$ cat config.mk
export PLATFORM = sky130hd
export DESIGN_NAME = charger_timer_temp_status
export DESIGN_NICKNAME = d
export VERILOG_FILES = /design/src/charger_pkg.sv /design/src/charger_timer_if.sv /design/src/charger_safety_timer.sv /design/src/charger_timer_temp_status.sv
export VERILOG_INCLUDE_DIRS = /design/src
export SDC_FILE = /design/constraint.sdc
export NUM_CORES = 1
export LEC_CHECK = 0
export ABC_CLOCK_PERIOD_IN_PS = 2170
export BUFFER_PORTS_ARGS = -buffer_cell sky130_fd_sc_hd__buf_4
export CAP_MARGIN = 10
export CORE_ASPECT_RATIO = 0.5
export CORE_MARGIN = 5
export CORE_UTILIZATION = 35
export CTS_CLUSTER_DIAMETER = 150
export DETAILED_ROUTE_END_ITERATION = 7
export PLACE_DENSITY_LB_ADDON = 0.2
export SLEW_MARGIN = 20
export SYNTH_ARGS = -nofsm -noshare
export SYNTH_HDL_FRONTEND = slang
export SYNTH_SLANG_ARGS = --single-unit
$ cat constraint.sdc
create_clock -name sys_clk -period 2.17 [get_ports sys_clk]
set_input_delay 0.1085 -clock sys_clk [delete_from_list [all_inputs] [get_ports sys_clk]]
set_output_delay 0.1085 -clock sys_clk [all_outputs]
set_load 0.02 [all_outputs]
$ cat src/charger_consts.svh
// Constants for the charger supervision block
`ifndef CHARGER_CONSTS_SVH
`define CHARGER_CONSTS_SVH

// ----------------------------------------
// Clock and timer base
// ----------------------------------------
`define SYS_CLK_HZ        20000000
`define MINUTE_S          60
`define TMO_CNT_W         9
`define DIV_W             31

// ----------------------------------------
// Timeout selection
// ----------------------------------------
`define TMO_SEL_CODE0     2'h0
`define TMO_SEL_CODE1     2'h1
`define TMO_SEL_CODE2     2'h2
`define TMO_SEL_DISABLED  2'h3
`define PRE_TMO_CODE0_MIN 9'h028
`define PRE_TMO_CODE1_MIN 9'h03c
`define PRE_TMO_CODE2_MIN 9'h050
`define TOT_TMO_CODE0_HR  9'h003
`define TOT_TMO_CODE1_HR  9'h004
`define TOT_TMO_CODE2_HR  9'h005
`define MIN_PER_HR        9'h03c

// ----------------------------------------
// Thermistor window, set by the analog comparators
// ----------------------------------------
`define NTC_HOT_MV        500
`define NTC_COLD_MV       2510

`endif

$ cat src/charger_pkg.sv
// Types and shared decode for the charger supervision block
`include "charger_consts.svh"

package charger_pkg;

	typedef enum logic [2:0] {
		ST_SUSPEND,
		ST_PRECOND,
		ST_FAST,
		ST_TOPOFF,
		ST_EOC,
		ST_TEMP_FAULT,
		ST_TMO_FAULT
	} chg_state_t;

	typedef struct packed {
		logic [`TMO_CNT_W-1:0] minutes;
		logic                  done;
		logic                  expired;
	} tmr_state_t;

	typedef struct packed {
		logic              hot_s1;
		logic              cold_s1;
		logic              hot_s2;
		logic              cold_s2;
		logic              in_range;
		chg_state_t        state;
		logic [`DIV_W-1:0] div;
		logic              tick;
		logic              ind_oe;
		logic              temp_flag;
		logic              timer_flag;
	} core_state_t;

	function automatic logic [`TMO_CNT_W-1:0] timeout_limit(input logic [1:0] sel, input logic is_total);
		logic [`TMO_CNT_W-1:0] hrs;
		hrs = `TOT_TMO_CODE0_HR;
		timeout_limit = `PRE_TMO_CODE0_MIN;
		unique case (sel)
			`TMO_SEL_CODE1: begin
				hrs = `TOT_TMO_CODE1_HR;
				timeout_limit = `PRE_TMO_CODE1_MIN;
			end
			`TMO_SEL_CODE2: begin
				hrs = `TOT_TMO_CODE2_HR;
				timeout_limit = `PRE_TMO_CODE2_MIN;
			end
			default: ;
		endcase
		if (is_total) begin
			timeout_limit = `TMO_CNT_W'(hrs * `MIN_PER_HR);
		end
	endfunction

endpackage

$ cat src/charger_timer_if.sv
// Link between the supervision core and one safety timer
`timescale 1ns/1ns

interface charger_timer_if;
	logic       tick;
	logic       run;
	logic       is_total;
	logic [1:0] sel;
	logic       expired;

	modport ctrl (output tick, output run, output is_total, output sel, input expired);
	modport tmr (input tick, input run, input is_total, input sel, output expired);
endinterface

$ cat src/charger_safety_timer.sv
// Minute-based safety timer with selectable period
`timescale 1ns/1ns
`include "charger_consts.svh"

module charger_safety_timer (
	input  wire logic       sys_clk,
	input  wire logic       rst,
	charger_timer_if.tmr    t
);

	charger_pkg::tmr_state_t r;
	charger_pkg::tmr_state_t n;
	logic [`TMO_CNT_W-1:0]   limit;

	assign limit     = charger_pkg::timeout_limit(t.sel, t.is_total);
	assign t.expired = r.expired;

	always_comb begin
		n = r;
		n.expired = 1'b0;
		if (!t.run) begin
			n.minutes = '0;
			n.done    = 1'b0;
		end else if (t.tick && !r.done && t.sel != `TMO_SEL_DISABLED) begin
			n.minutes = r.minutes + `TMO_CNT_W'(1);
			if (n.minutes == limit) begin
				n.done    = 1'b1;
				n.expired = 1'b1;
			end
		end
	end

	always_ff @(posedge sys_clk or posedge rst) begin
		if (rst) begin
			r <= '0;
		end else begin
			r <= n;
		end
	end
endmodule

$ cat src/charger_timer_temp_status.sv
// Charger supervision: safety timers, status pin, thermistor events
`timescale 1ns/1ns
`include "charger_consts.svh"

module charger_timer_temp_status #(
	parameter int MINUTE_CYCLES = `MINUTE_S * `SYS_CLK_HZ
) (
	input  wire logic       sys_clk,
	input  wire logic       rst,
	input  wire logic [1:0] precond_timeout_sel,
	input  wire logic [1:0] total_timeout_sel,
	input  wire logic       charge_en,
	input  wire logic       supply_ok,
	input  wire logic       vbat_above_precond,
	input  wire logic       vbat_at_term,
	input  wire logic       eoc_current,
	input  wire logic       vbat_recharge,
	input  wire logic       battery_ntc_sense_hot,
	input  wire logic       battery_ntc_sense_cold,
	input  wire logic       temp_exit_irq_en,
	input  wire logic       temp_return_irq_en,
	input  wire logic       temp_event_en,
	input  wire logic       precond_expiry_irq_en,
	input  wire logic       total_expiry_irq_en,
	input  wire logic       timer_event_en,
	input  wire logic       temp_event_rd,
	input  wire logic       timer_event_rd,
	output logic            charge_indicator_n_o,
	output logic            charge_indicator_n_oe,
	output logic            temp_in_range,
	output logic            temp_event_flag,
	output logic            timer_event_flag,
	output logic [2:0]      charge_state,
	output logic            chg_irq
);

	charger_pkg::core_state_t r;
	charger_pkg::core_state_t n;
	logic                     temp_set;
	logic                     timer_set;
	logic                     run_ok;

	charger_timer_if pre_if ();
	charger_timer_if tot_if ();

	// ----------------------------------------
	// Safety timers
	// ----------------------------------------
	assign pre_if.tick     = r.tick;
	assign pre_if.run      = (r.state == charger_pkg::ST_PRECOND);
	assign pre_if.is_total = 1'b0;
	assign pre_if.sel      = precond_timeout_sel;
	assign tot_if.tick     = r.tick;
	assign tot_if.run      = (r.state == charger_pkg::ST_FAST) || (r.state == charger_pkg::ST_TOPOFF);
	assign tot_if.is_total = 1'b1;
	assign tot_if.sel      = total_timeout_sel;

	charger_safety_timer u_pre_timer (
		.sys_clk (sys_clk),
		.rst     (rst),
		.t       (pre_if.tmr)
	);

	charger_safety_timer u_tot_timer (
		.sys_clk (sys_clk),
		.rst     (rst),
		.t       (tot_if.tmr)
	);

	// ----------------------------------------
	// Next state
	// ----------------------------------------
	assign run_ok = charge_en && supply_ok;

	always_comb begin
		n = r;
		// Only the second stage is looked at by logic
		n.hot_s1   = battery_ntc_sense_hot;
		n.cold_s1  = battery_ntc_sense_cold;
		n.hot_s2   = r.hot_s1;
		n.cold_s2  = r.cold_s1;
		n.in_range = !r.hot_s2 && !r.cold_s2;

		n.tick = 1'b0;
		if (r.div == `DIV_W'(MINUTE_CYCLES - 1)) begin
			n.div  = '0;
			n.tick = 1'b1;
		end else begin
			n.div = r.div + `DIV_W'(1);
		end

		if (!run_ok) begin
			n.state = charger_pkg::ST_SUSPEND;
		end else if (!r.in_range && r.state != charger_pkg::ST_TMO_FAULT) begin
			n.state = charger_pkg::ST_TEMP_FAULT;
		end else begin
			unique case (r.state)
				charger_pkg::ST_SUSPEND: n.state = charger_pkg::ST_PRECOND;
				charger_pkg::ST_TEMP_FAULT: n.state = charger_pkg::ST_PRECOND;
				charger_pkg::ST_PRECOND: begin
					// Timeout wins so a dying cell is never pushed on
					if (pre_if.expired) begin
						n.state = charger_pkg::ST_TMO_FAULT;
					end else if (vbat_above_precond) begin
						n.state = charger_pkg::ST_FAST;
					end
				end
				charger_pkg::ST_FAST: begin
					if (tot_if.expired) begin
						n.state = charger_pkg::ST_EOC;
					end else if (vbat_at_term) begin
						n.state = charger_pkg::ST_TOPOFF;
					end
				end
				charger_pkg::ST_TOPOFF: begin
					if (tot_if.expired || eoc_current) begin
						n.state = charger_pkg::ST_EOC;
					end
				end
				charger_pkg::ST_EOC: begin
					if (vbat_recharge) begin
						n.state = charger_pkg::ST_PRECOND;
					end
				end
				charger_pkg::ST_TMO_FAULT: n.state = charger_pkg::ST_TMO_FAULT;
				default: n.state = charger_pkg::ST_SUSPEND;
			endcase
		end

		n.ind_oe = (n.state == charger_pkg::ST_PRECOND) || (n.state == charger_pkg::ST_FAST) ||
			(n.state == charger_pkg::ST_TOPOFF);

		// Set beats a read in the same cycle so no event is lost
		n.temp_flag  = temp_set || (r.temp_flag && !temp_event_rd);
		n.timer_flag = timer_set || (r.timer_flag && !timer_event_rd);
	end

	always_comb begin
		// Next in-range value taken from the sync stage, not from n, to keep the loop open
		temp_set = temp_event_en && (
			(r.in_range && (r.hot_s2 || r.cold_s2) && temp_exit_irq_en) ||
			(!r.in_range && !r.hot_s2 && !r.cold_s2 && temp_return_irq_en));
		timer_set = timer_event_en && (
			(pre_if.expired && precond_expiry_irq_en) ||
			(tot_if.expired && total_expiry_irq_en));
	end

	always_ff @(posedge sys_clk or posedge rst) begin
		if (rst) begin
			r <= '0;
		end else begin
			r <= n;
		end
	end

	// ----------------------------------------
	// Outputs
	// ----------------------------------------
	assign charge_indicator_n_o  = 1'b0;
	assign charge_indicator_n_oe = r.ind_oe;
	assign temp_in_range         = r.in_range;
	assign temp_event_flag       = r.temp_flag;
	assign timer_event_flag      = r.timer_flag;
	assign charge_state          = r.state;
	assign chg_irq               = (r.temp_flag && temp_event_en) || (r.timer_flag && timer_event_en);
endmodule

==> results.toml, run 1 <==
[synth]
synth-seq-cells = 65
synth_edf_count = 0
yosysSeqAreaShare = 0.4645
yosysTopAreaCell = "dfrtp_1"
netlist_instances = 359
syn_area_um2 = 3502
syn_avg_cell_area_um2 = 9.755
yosysTopAreaCellShare = 0.4645
synth_area_leaders = "dfrtp_1, xnor2_1, xor2_1, nor2_1, nand4_1"
synthArstFlopShare = 1.000
ys.flop_type = "dfrtp_1"
syn-num-nets = 387
yosysWarningCount = 0
synth_cell_types = 60

[worst_setup_path]
critical-path-top-delay-family = "simple AND/OR/NAND/NOR gates"
slowest_stage = "or4_4"
critical_path.cell_chain = "ha_1, nand3_2, o21a_1, or4_4, a221oi_2, a31o_1"
critPathBufInv = 0
endpoint_kind = "flip-flop"
cp_data_arrival_time_ps = 2290
path_max_fanout = 5
cp_slowest_stage_delay_ps = 530
path_class = "reg2reg"
critPathRequiredTime_ps = 2440
setup.worst_path.start_class = "flip-flop"

[floorplan]
io_pins = 31
coreArea_um2 = 9603
floorplan.rows = 25
initial_utilization = 0.3647
die_w_um = 151.5
die_h_um = 80.73
dieArea_um2 = 12230

[sta]
rsz0062_at_grt = "false"
hold_viol = 0
drv_slew = 0
tns_ps = 0
relSlewSlack = 0.5785
period_share = 0.9287
max_freq_mhz = 496.2
finalClockSkew_ps = 3.581
setup_viol = 0
fin_crit_ps = 2015
tightest_slew_ps = 627.4

[cts]
postCtsHoldBufs = 6
clock-sinks = 65
cts_buffers = 9
clkTransAtPathRegs_ps = 50
cts_setup_buffers = 0
clkLatencyLatePin_ps = 330
clock_path_buffers = 2
cts_resized = 0
cts_tree = "yes"
htree_levels = 3
cts_root_buf = "clkbuf_16"

[layout]
drive_gt1_frac = 0.1700
n_antenna_cell = 0
final_core_util = 0.4407
nNetsFinal = 429
area_growth_pct = 20.83
design_area_um2 = 4232

[routing]
antenna_left = 0
wl_met3_um = 250
num_vias = 2680
met1_length_um = 3255
drcViolationCount = 0
firstDrtPassIters = 4
viasPerCell = 4.954
drt-initial-drc-count = 130
routed_wl_um = 7181
wl_met2_um = 3536
routedWlPerCell_um = 13.27
highest_layer = "met4"

[place]
postPlaceCellArea_um2 = 3887
place.gp.congestion = 0.8989
dp_hpwl_um = 5178
portBuffers = 29

[power_and_ir_drop]
power_mw = 2.722
power_switching_uw = 593.3
ir_drop_mv = 0.3011
combPwrFrac = 0.051
swShare = 0.2180
p_leak_nw = 1.820
power.internal_mw = 2.128
seqPwrFrac = 0.452
clkPwrFrac = 0.497
p_per_area_nw_per_um2 = 643.2

[global_route]
grt_overflow_total = 0
grt_max_degree = 57
antenna_found_initial = 0
grt_pass1_wl_um = 12400
grt_usage = 0.1288
grt_pass1_vias = 2732

[run]
drv_cap = 0

[hold_path]
hp-class = "in2reg"

[outcome]
status = "finished, final reports clean"
-- final timing paths --
kind / start / slack, ps / cells past startpoint / end
max: u_pre_timer.r[2] / 150 / 6 / u_pre_timer.r[1]
min in group asynchronous: rst / 250 / 3 / r[30]
min: timer_event_en / 20 / 3 / timer_event_flag
min reg2reg: n[40] / 350 / 0 / r[40]
max in group asynchronous: rst / 1360 / 4 / charge_state[1]
max reg2reg: u_pre_timer.r[2] / 150 / 6 / u_pre_timer.r[1]
-- cell families (layout without fill, tap and decap cells) --
family,Yosys count,count (layout),synth area share
fa+ha+maj,6,6,0.02144
buf+inv,30,77,0.04252
xor+xnor,53,53,0.1325
simple gates,166,166,0.2540
other cells,1,1,0.001071
compound gates,35,35,0.07539
flops,65,65,0.4645
mux,3,3,0.008575
-- state kept, by name, summed over array words and instances (netlist names) --
register               flops
timer_event_flag           1
r                         33
u_pre_timer.t.expired      1
pre_if.tick                1
u_pre_timer.r             10
charge_state               3
u_tot_timer.r             10
charge_indicator_n_oe      1
temp_in_range              1
u_tot_timer.t.expired      1
temp_event_flag            1
n                          2
-- worst reg2reg max path: stages, from the launching register on --
cell,delay [ps]
dfrtp_1,420
ha_1,250
nand3_2,130
o21a_1,220
or4_4,530
a221oi_2,280
a31o_1,130
-- area by class of cell --
type	count	area, µm²
flip-flops and latches	65	1627
clock inverters	3	23.77
inverters	16	60.06
fillers	935	5371
multi-input cells	264	1727
clock buffers	13	260.3
well taps	135	168.9
repair buffers	45	365.4
-- metal layers --
| layer | global-route usage | vias up |
|---|---|---|
| met5 | 0 | - |
| met4 | 0.04430 | 0 |
| met3 | 0.05184 | 15 |
| met2 | 0.2169 | 34 |
| met1 | 0.1510 | 1309 |
| li1 | - | 1322 |
-- synthesized netlist by cell type, types with 2 or more instances --
library cell and count:
nand3_1 22, nor3_1 10, or4_1 2, a2bb2oi_1 3, clkbuf_1 5, nand4_1 19, nor4b_1 3, nor2_1 51
o31ai_1 2, mux2i_1 3, nand2_2 2, buf_6 2, nand2_1 25, and2_1 3, o21ai_0 4, buf_4 5
nor2b_1 4, dfrtp_1 65, xnor2_1 27, a21oi_1 6, ha_1 6, inv_1 16, o21bai_1 2, nor4_1 2
and3_1 5, xor2_1 26, buf_2 2, a22o_1 2, and4_1 2, nand2b_1 3
-- through the flow --
step	std cells	hold WS [ps]	worst slack, ps
6_report	541	16.66	154.7
5_1_grt	541	28.77	60.54
4_1_cts	541	10.20	148.1
3_5_place_dp	519	47.46	160.3
3_3_place_gp	519	40.14	206.7
2_1_floorplan	359	139.9	283.3
-- layout by cell type (no fill, tap or decap), types with 2 or more instances in the layout --
| cell type | n |
|---|---|
| o31ai_1 | 2 |
| o21ai_0 | 4 |
| nor3_1 | 10 |
| inv_1 | 15 |
| nand2b_1 | 3 |
| clkinvlp_4 | 2 |
| nand2_2 | 2 |
| nor4_1 | 2 |
| nor4b_1 | 3 |
| clkbuf_1 | 2 |
| o21bai_1 | 2 |
| and3_1 | 5 |
| or4_1 | 2 |
| nand3_1 | 22 |
| a2bb2oi_1 | 3 |
| dlygate4sd3_1 | 6 |
| and2_1 | 3 |
| mux2i_1 | 3 |
| ha_1 | 6 |
| xnor2_1 | 27 |
| a21oi_1 | 6 |
| clkbuf_8 | 2 |
| dfrtp_1 | 65 |
| nor2b_1 | 4 |
| a22o_1 | 2 |
| nand2_1 | 25 |
| buf_4 | 38 |
| and4_1 | 2 |
| xor2_1 | 26 |
| nor2_1 | 51 |
| clkbuf_16 | 9 |
| nand4_1 | 19 |
-- power groups by stage --
stage	registers [mW]	logic [mW]	clock network, mW
finish	1.23	0.140	1.35
global route	1.23	0.158	1.46
CTS	1.23	0.143	1.40
detailed placement	1.25	0.133	0
global placement	1.25	0.131	0
floorplan	1.25	0.0707	0
Note: power is estimated with default switching activity, not from simulation.
==> run 2: changes to the inputs <==
CORE_ASPECT_RATIO = not set   (was 0.5)
REMOVE_ABC_BUFFERS = 1   (was not set)
==> results.toml, run 2 (synthesis results as in run 1) <==
[routing]
viasPerCell = 4.880
drt-initial-drc-count = 114
firstDrtPassIters = 4
routedWlPerCell_um = 13.27
num_vias = 2650
routed_wl_um = 7208
drcViolationCount = 0
antenna_left = 0

[sta]
fin_ws_ps = 142.6
rsz0062_at_grt = "false"
hold_viol = 0
setup_viol = 0
fin_crit_ps = 2027
max_freq_mhz = 493.2
drv_slew = 0
tns_ps = 0
hold_ws_ps = 14.98
period_share = 0.9343
finalClockSkew_ps = 14.84

[global_route]
antenna_found_initial = 0
grt_overflow_total = 0
grt_usage = 0.1278
grt_pass1_vias = 2538
grt_max_degree = 35
grt_pass1_wl_um = 12210

[floorplan]
die_h_um = 110.0
dieArea_um2 = 12110
initial_utilization = 0.3583
coreArea_um2 = 9774
die_w_um = 110.0
io_pins = 31
floorplan.rows = 36

[cts]
cts_root_buf = "clkbuf_8"
clock_path_buffers = 2
clock-sinks = 65
clkTransAtPathRegs_ps = 80
htree_levels = 3
clkLatencyLatePin_ps = 330
cts_tree = "yes"
cts_buffers = 9

[layout]
top_regs = "r x33, u_pre_timer.r x10, u_tot_timer.r x10"
n_fill_cell = 957
design_area_um2 = 4250
final_core_util = 0.4348
fin_cells = 543
seqCellArea_um2 = 1627
largest_reg_flops = 33
drive_gt1_frac = 0.1829
area_growth_pct = 21.36
multiInputGateArea_um2 = 1727
n_antenna_cell = 0
final_cell_mix = "dfrtp_1, nor2_1, buf_4"
regMostFlops = "r"
final_common_cell = "dfrtp_1"
nNetsFinal = 433

[power_and_ir_drop]
ir_drop_mv = 0.2969
p_per_area_nw_per_um2 = 649.2
p_leak_nw = 1.846
power_mw = 2.759

[place]
pre_cts_ws_ps = 137.8
portBuffers = 29
place.gp.congestion = 0.8942
dp_hpwl_um = 5212
dpl.cell_count = 519
postPlaceCellArea_um2 = 3900

[worst_setup_path]
endpoint_kind = "flip-flop"
setup.worst_path.start_class = "flip-flop"
path_max_fanout = 4
cp_data_arrival_time_ps = 2300
critPathRequiredTime_ps = 2440
path_class = "reg2reg"

[hold_path]
hp-class = "in2reg"

[run]
drv_cap = 0

[outcome]
status = "finished, final reports clean"
## run 2: changes by cell type in the layout (fill, tap and decap cells not counted)
| cell | before | now |
|---|---|---|
| clkinvlp_4 | 2 | 0 |
| clkinv_4 | 0 | 1 |
| clkbuf_16 | 9 | 0 |
| buf_4 | 38 | 42 |
| clkbuf_8 | 2 | 10 |
| bufinv_16 | 0 | 4 |
| clkbuf_1 | 2 | 0 |
## run 2: routing by layer
| metal | track usage | part of all wire | vias to the layer above |
|---|---|---|---|
| met4 | 0.04898 | 0.013 | 0 |
| met3 | 0.02388 | 0.043 | 8 |
| met1 | 0.1855 | 0.50 | 1264 |
| met5 | 0 | 0 | - |
| met2 | 0.1880 | 0.44 | 48 |
| li1 | - | - | 1330 |
## run 2: worst paths after layout
| check | start | end | slack (ps) | cells after the start |
|---|---|---|---|---|
| max in group asynchronous | rst | u_pre_timer.r[1] | 1340 | 4 |
| worst max register to register | u_pre_timer.r[2] | u_pre_timer.r[1] | 140 | 6 |
| worst min-delay path | temp_event_en | temp_event_flag | 10 | 3 |
| worst min register to register | n[40] | r[40] | 360 | 0 |
| worst max-delay path | u_pre_timer.r[2] | u_pre_timer.r[1] | 140 | 6 |
| min in group asynchronous | rst | u_tot_timer.r[5] | 250 | 3 |
## run 2: worst max-delay path: stages, from the launching register on
cell and delay (ps):
dfrtp_1 410, ha_1 240, nand3_2 130, o21a_1 220, or4_4 530, a221oi_2 300, a31o_1 130
## run 2: power breakdown
part	total (mW)	leakage (nW)	internal (mW)	switching [mW]
Combinational	0.139	0.829	0.0658	0.0730
Clock	1.39	0.137	0.917	0.475
Sequential	1.23	0.880	1.22	0.00773
Total	2.76	1.85	2.20	0.556
## run 2: cell type report
cell class,instances,area share
multi-input cells,264,0.4062
clock buffers,10,0.03238
flip-flops and latches,65,0.3827
well taps,133,0.03915
repair buffers,49,0.09302
clock inverters,6,0.03238
inverters,16,0.01413
## run 2: timing repair
item / 4_1_cts / 5_1_grt
setup buffers: 0 / 2
endpoints found under the setup margin: 0 / 1
hold buffers: 6 / 0
gates resized for setup: 0 / 0
endpoints found under the hold margin: 45 / 0
==> run 3: changes to the inputs <==
SYNTH_HIERARCHICAL = 1   (was not set)
==> results.toml, run 3 <==
[outcome]
status = "finished, final reports clean"

[sta]
rsz0062_at_grt = "false"
hold_viol = 0
drv_slew = 0
hold_ws_ps = 119.1
finalClockSkew_ps = 10.79
fin_ws_ps = 199.9
period_share = 0.9079
max_freq_mhz = 507.6
setup_viol = 0
fin_crit_ps = 1970
tns_ps = 0

[routing]
routedWlPerCell_um = 13.65
routed_wl_um = 8055
firstDrtPassIters = 4
viasPerCell = 4.898
num_vias = 2890
antenna_left = 0
drcViolationCount = 0
drt-initial-drc-count = 62

[worst_setup_path]
setup.worst_path.start_class = "flip-flop"
path_class = "reg2reg"
cp_slowest_stage_delay_ps = 610
ff2ff_path_depth = 5
slowest_stage = "or4_4"
r2r_slack_ps = 200
endpoint_kind = "flip-flop"
path_max_fanout = 7
r2r_end = "r[33]"
critPathRequiredTime_ps = 2430
cp_data_arrival_time_ps = 2230
critical_path.cell_chain = "nand4_4, or4_4, or3_4, nor2_2, xor2_1"
r2r_start = "r[11]"

[layout]
n_fill_cell = 1040
drive_gt1_frac = 0.1644
final_cell_mix = "dfrtp_1, buf_4, xnor2_1"
n_antenna_cell = 0
fin_cells = 590
nNetsFinal = 480
area_growth_pct = 17.75
top_regs = "r x33, u_pre_timer/r x10, u_tot_timer/r x10"
final_core_util = 0.4176
design_area_um2 = 4507
final_common_cell = "dfrtp_1"
largest_reg_flops = 33
regMostFlops = "r"

[hold_path]
hp-class = "in2reg"
whs_path_depth = 3
holdPathEnd = "charge_indicator_n_oe"
hold_start = "supply_ok"

[cts]
clock_path_buffers = 2
clock-sinks = 65
clkTransAtPathRegs_ps = 70
cts_buffers = 9
cts_setup_buffers = 0
clkLatencyLatePin_ps = 330
cts_root_buf = "clkbuf_8"
cts_tree = "yes"
htree_levels = 3

[global_route]
grt_pass1_vias = 2924
grt_pass1_wl_um = 13970
grt_usage = 0.1311
antenna_found_initial = 0
grt_max_degree = 20
grt_overflow_total = 0

[synth]
synthArstFlopShare = 1.000
yosysMostFrequentCell = "dfrtp_1"
synth-seq-cells = 65
syn_avg_cell_area_um2 = 9.569
yosysSeqAreaShare = 0.4250
synth_cell_types = 51
yosysTopAreaCell = "dfrtp_1"
yosysTopAreaCellShare = 0.4250
netlist_instances = 400
synth_area_leaders = "dfrtp_1, xnor2_1, xor2_1, ha_1, nand2_1"
ys_top_cells_by_count = "dfrtp_1, xnor2_1, nand2_1, nor2_1, xor2_1"
synth_edf_count = 0
syn_area_um2 = 3827
ys.flop_type = "dfrtp_1"
yosysWarningCount = 6

[power_and_ir_drop]
p_leak_nw = 1.980
ir_drop_mv = 0.3324
power_mw = 2.497
p_per_area_nw_per_um2 = 554.1

[place]
pre_cts_ws_ps = 87.26
postPlaceCellArea_um2 = 4225
dpl.cell_count = 567
portBuffers = 29
place.gp.congestion = 0.7822
dp_hpwl_um = 6014

[floorplan]
initial_utilization = 0.3546
die_w_um = 114.6
dieArea_um2 = 13130
floorplan.rows = 38
io_pins = 31
die_h_um = 114.6
coreArea_um2 = 10790

[run]
drv_cap = 0
## run 3: logic make-up after synthesis
| kind of cell | Yosys count | synth area share |
|---|---|---|
| fa+ha+maj | 13 | 0.04250 |
| simple gates | 186 | 0.2664 |
| xor+xnor | 61 | 0.1396 |
| flops | 65 | 0.4250 |
| compound gates | 37 | 0.06832 |
| other cells | 2 | 0.001962 |
| mux | 7 | 0.01831 |
| buf+inv | 29 | 0.03792 |
## run 3: repair_timing
| action | in CTS | in global routing |
|---|---|---|
| hold buffers | 7 | 0 |
| setup endpoints to repair | 0 | 1 |
| gates resized for setup | 0 | 1 |
| hold endpoints to repair | 38 | 0 |
## run 3: worst max-delay path: cells and delay by family, from the launching register on
| family | cells | cell delay, ps |
|---|---|---|
| xor gates and xnor gates | 1 | 140 |
| DFF | 1 | 460 |
| and+or+nand+nor | 4 | 1290 |
## run 3: worst max path at each step
stage,start,endpoint,slack (ps)
final,r[11],r[33],200
after global routing,r[11],r[27],90
after CTS,r[11],r[33],110
after detailed placement,r[11],r[33],90
after global placement,r[11],r[27],170
after floorplan,charge_state[1],charge_indicator_n_oe,240
## run 3: routing by layer
metal | vias up | share of wire | track usage
met2 | 37 | 0.48 | 0.2204
met4 | 0 | 0.011 | 0.04038
met3 | 8 | 0.027 | 0.02008
met5 | - | 0 | 0
met1 | 1397 | 0.48 | 0.1735
li1 | 1448 | - | -
## run 3: cell type report
type,instances,area (µm²),share of cell area
Multi-Input combinational cell,307,2063,0.4578
Clock inverter,2,35.03,0.007773
Clock buffer,14,172.7,0.03831
Sequential cell,65,1627,0.3609
Timing Repair Buffer,49,385.4,0.08551
Inverter,13,48.80,0.01083
Tap cell,140,175.2,0.03887
## run 3: power by group
group	total (mW)	internal, mW	switching, mW
Combinational	0.200	0.0913	0.108
Clock	1.07	0.625	0.443
Sequential	1.23	1.22	0.00912
Total	2.50	1.94	0.561
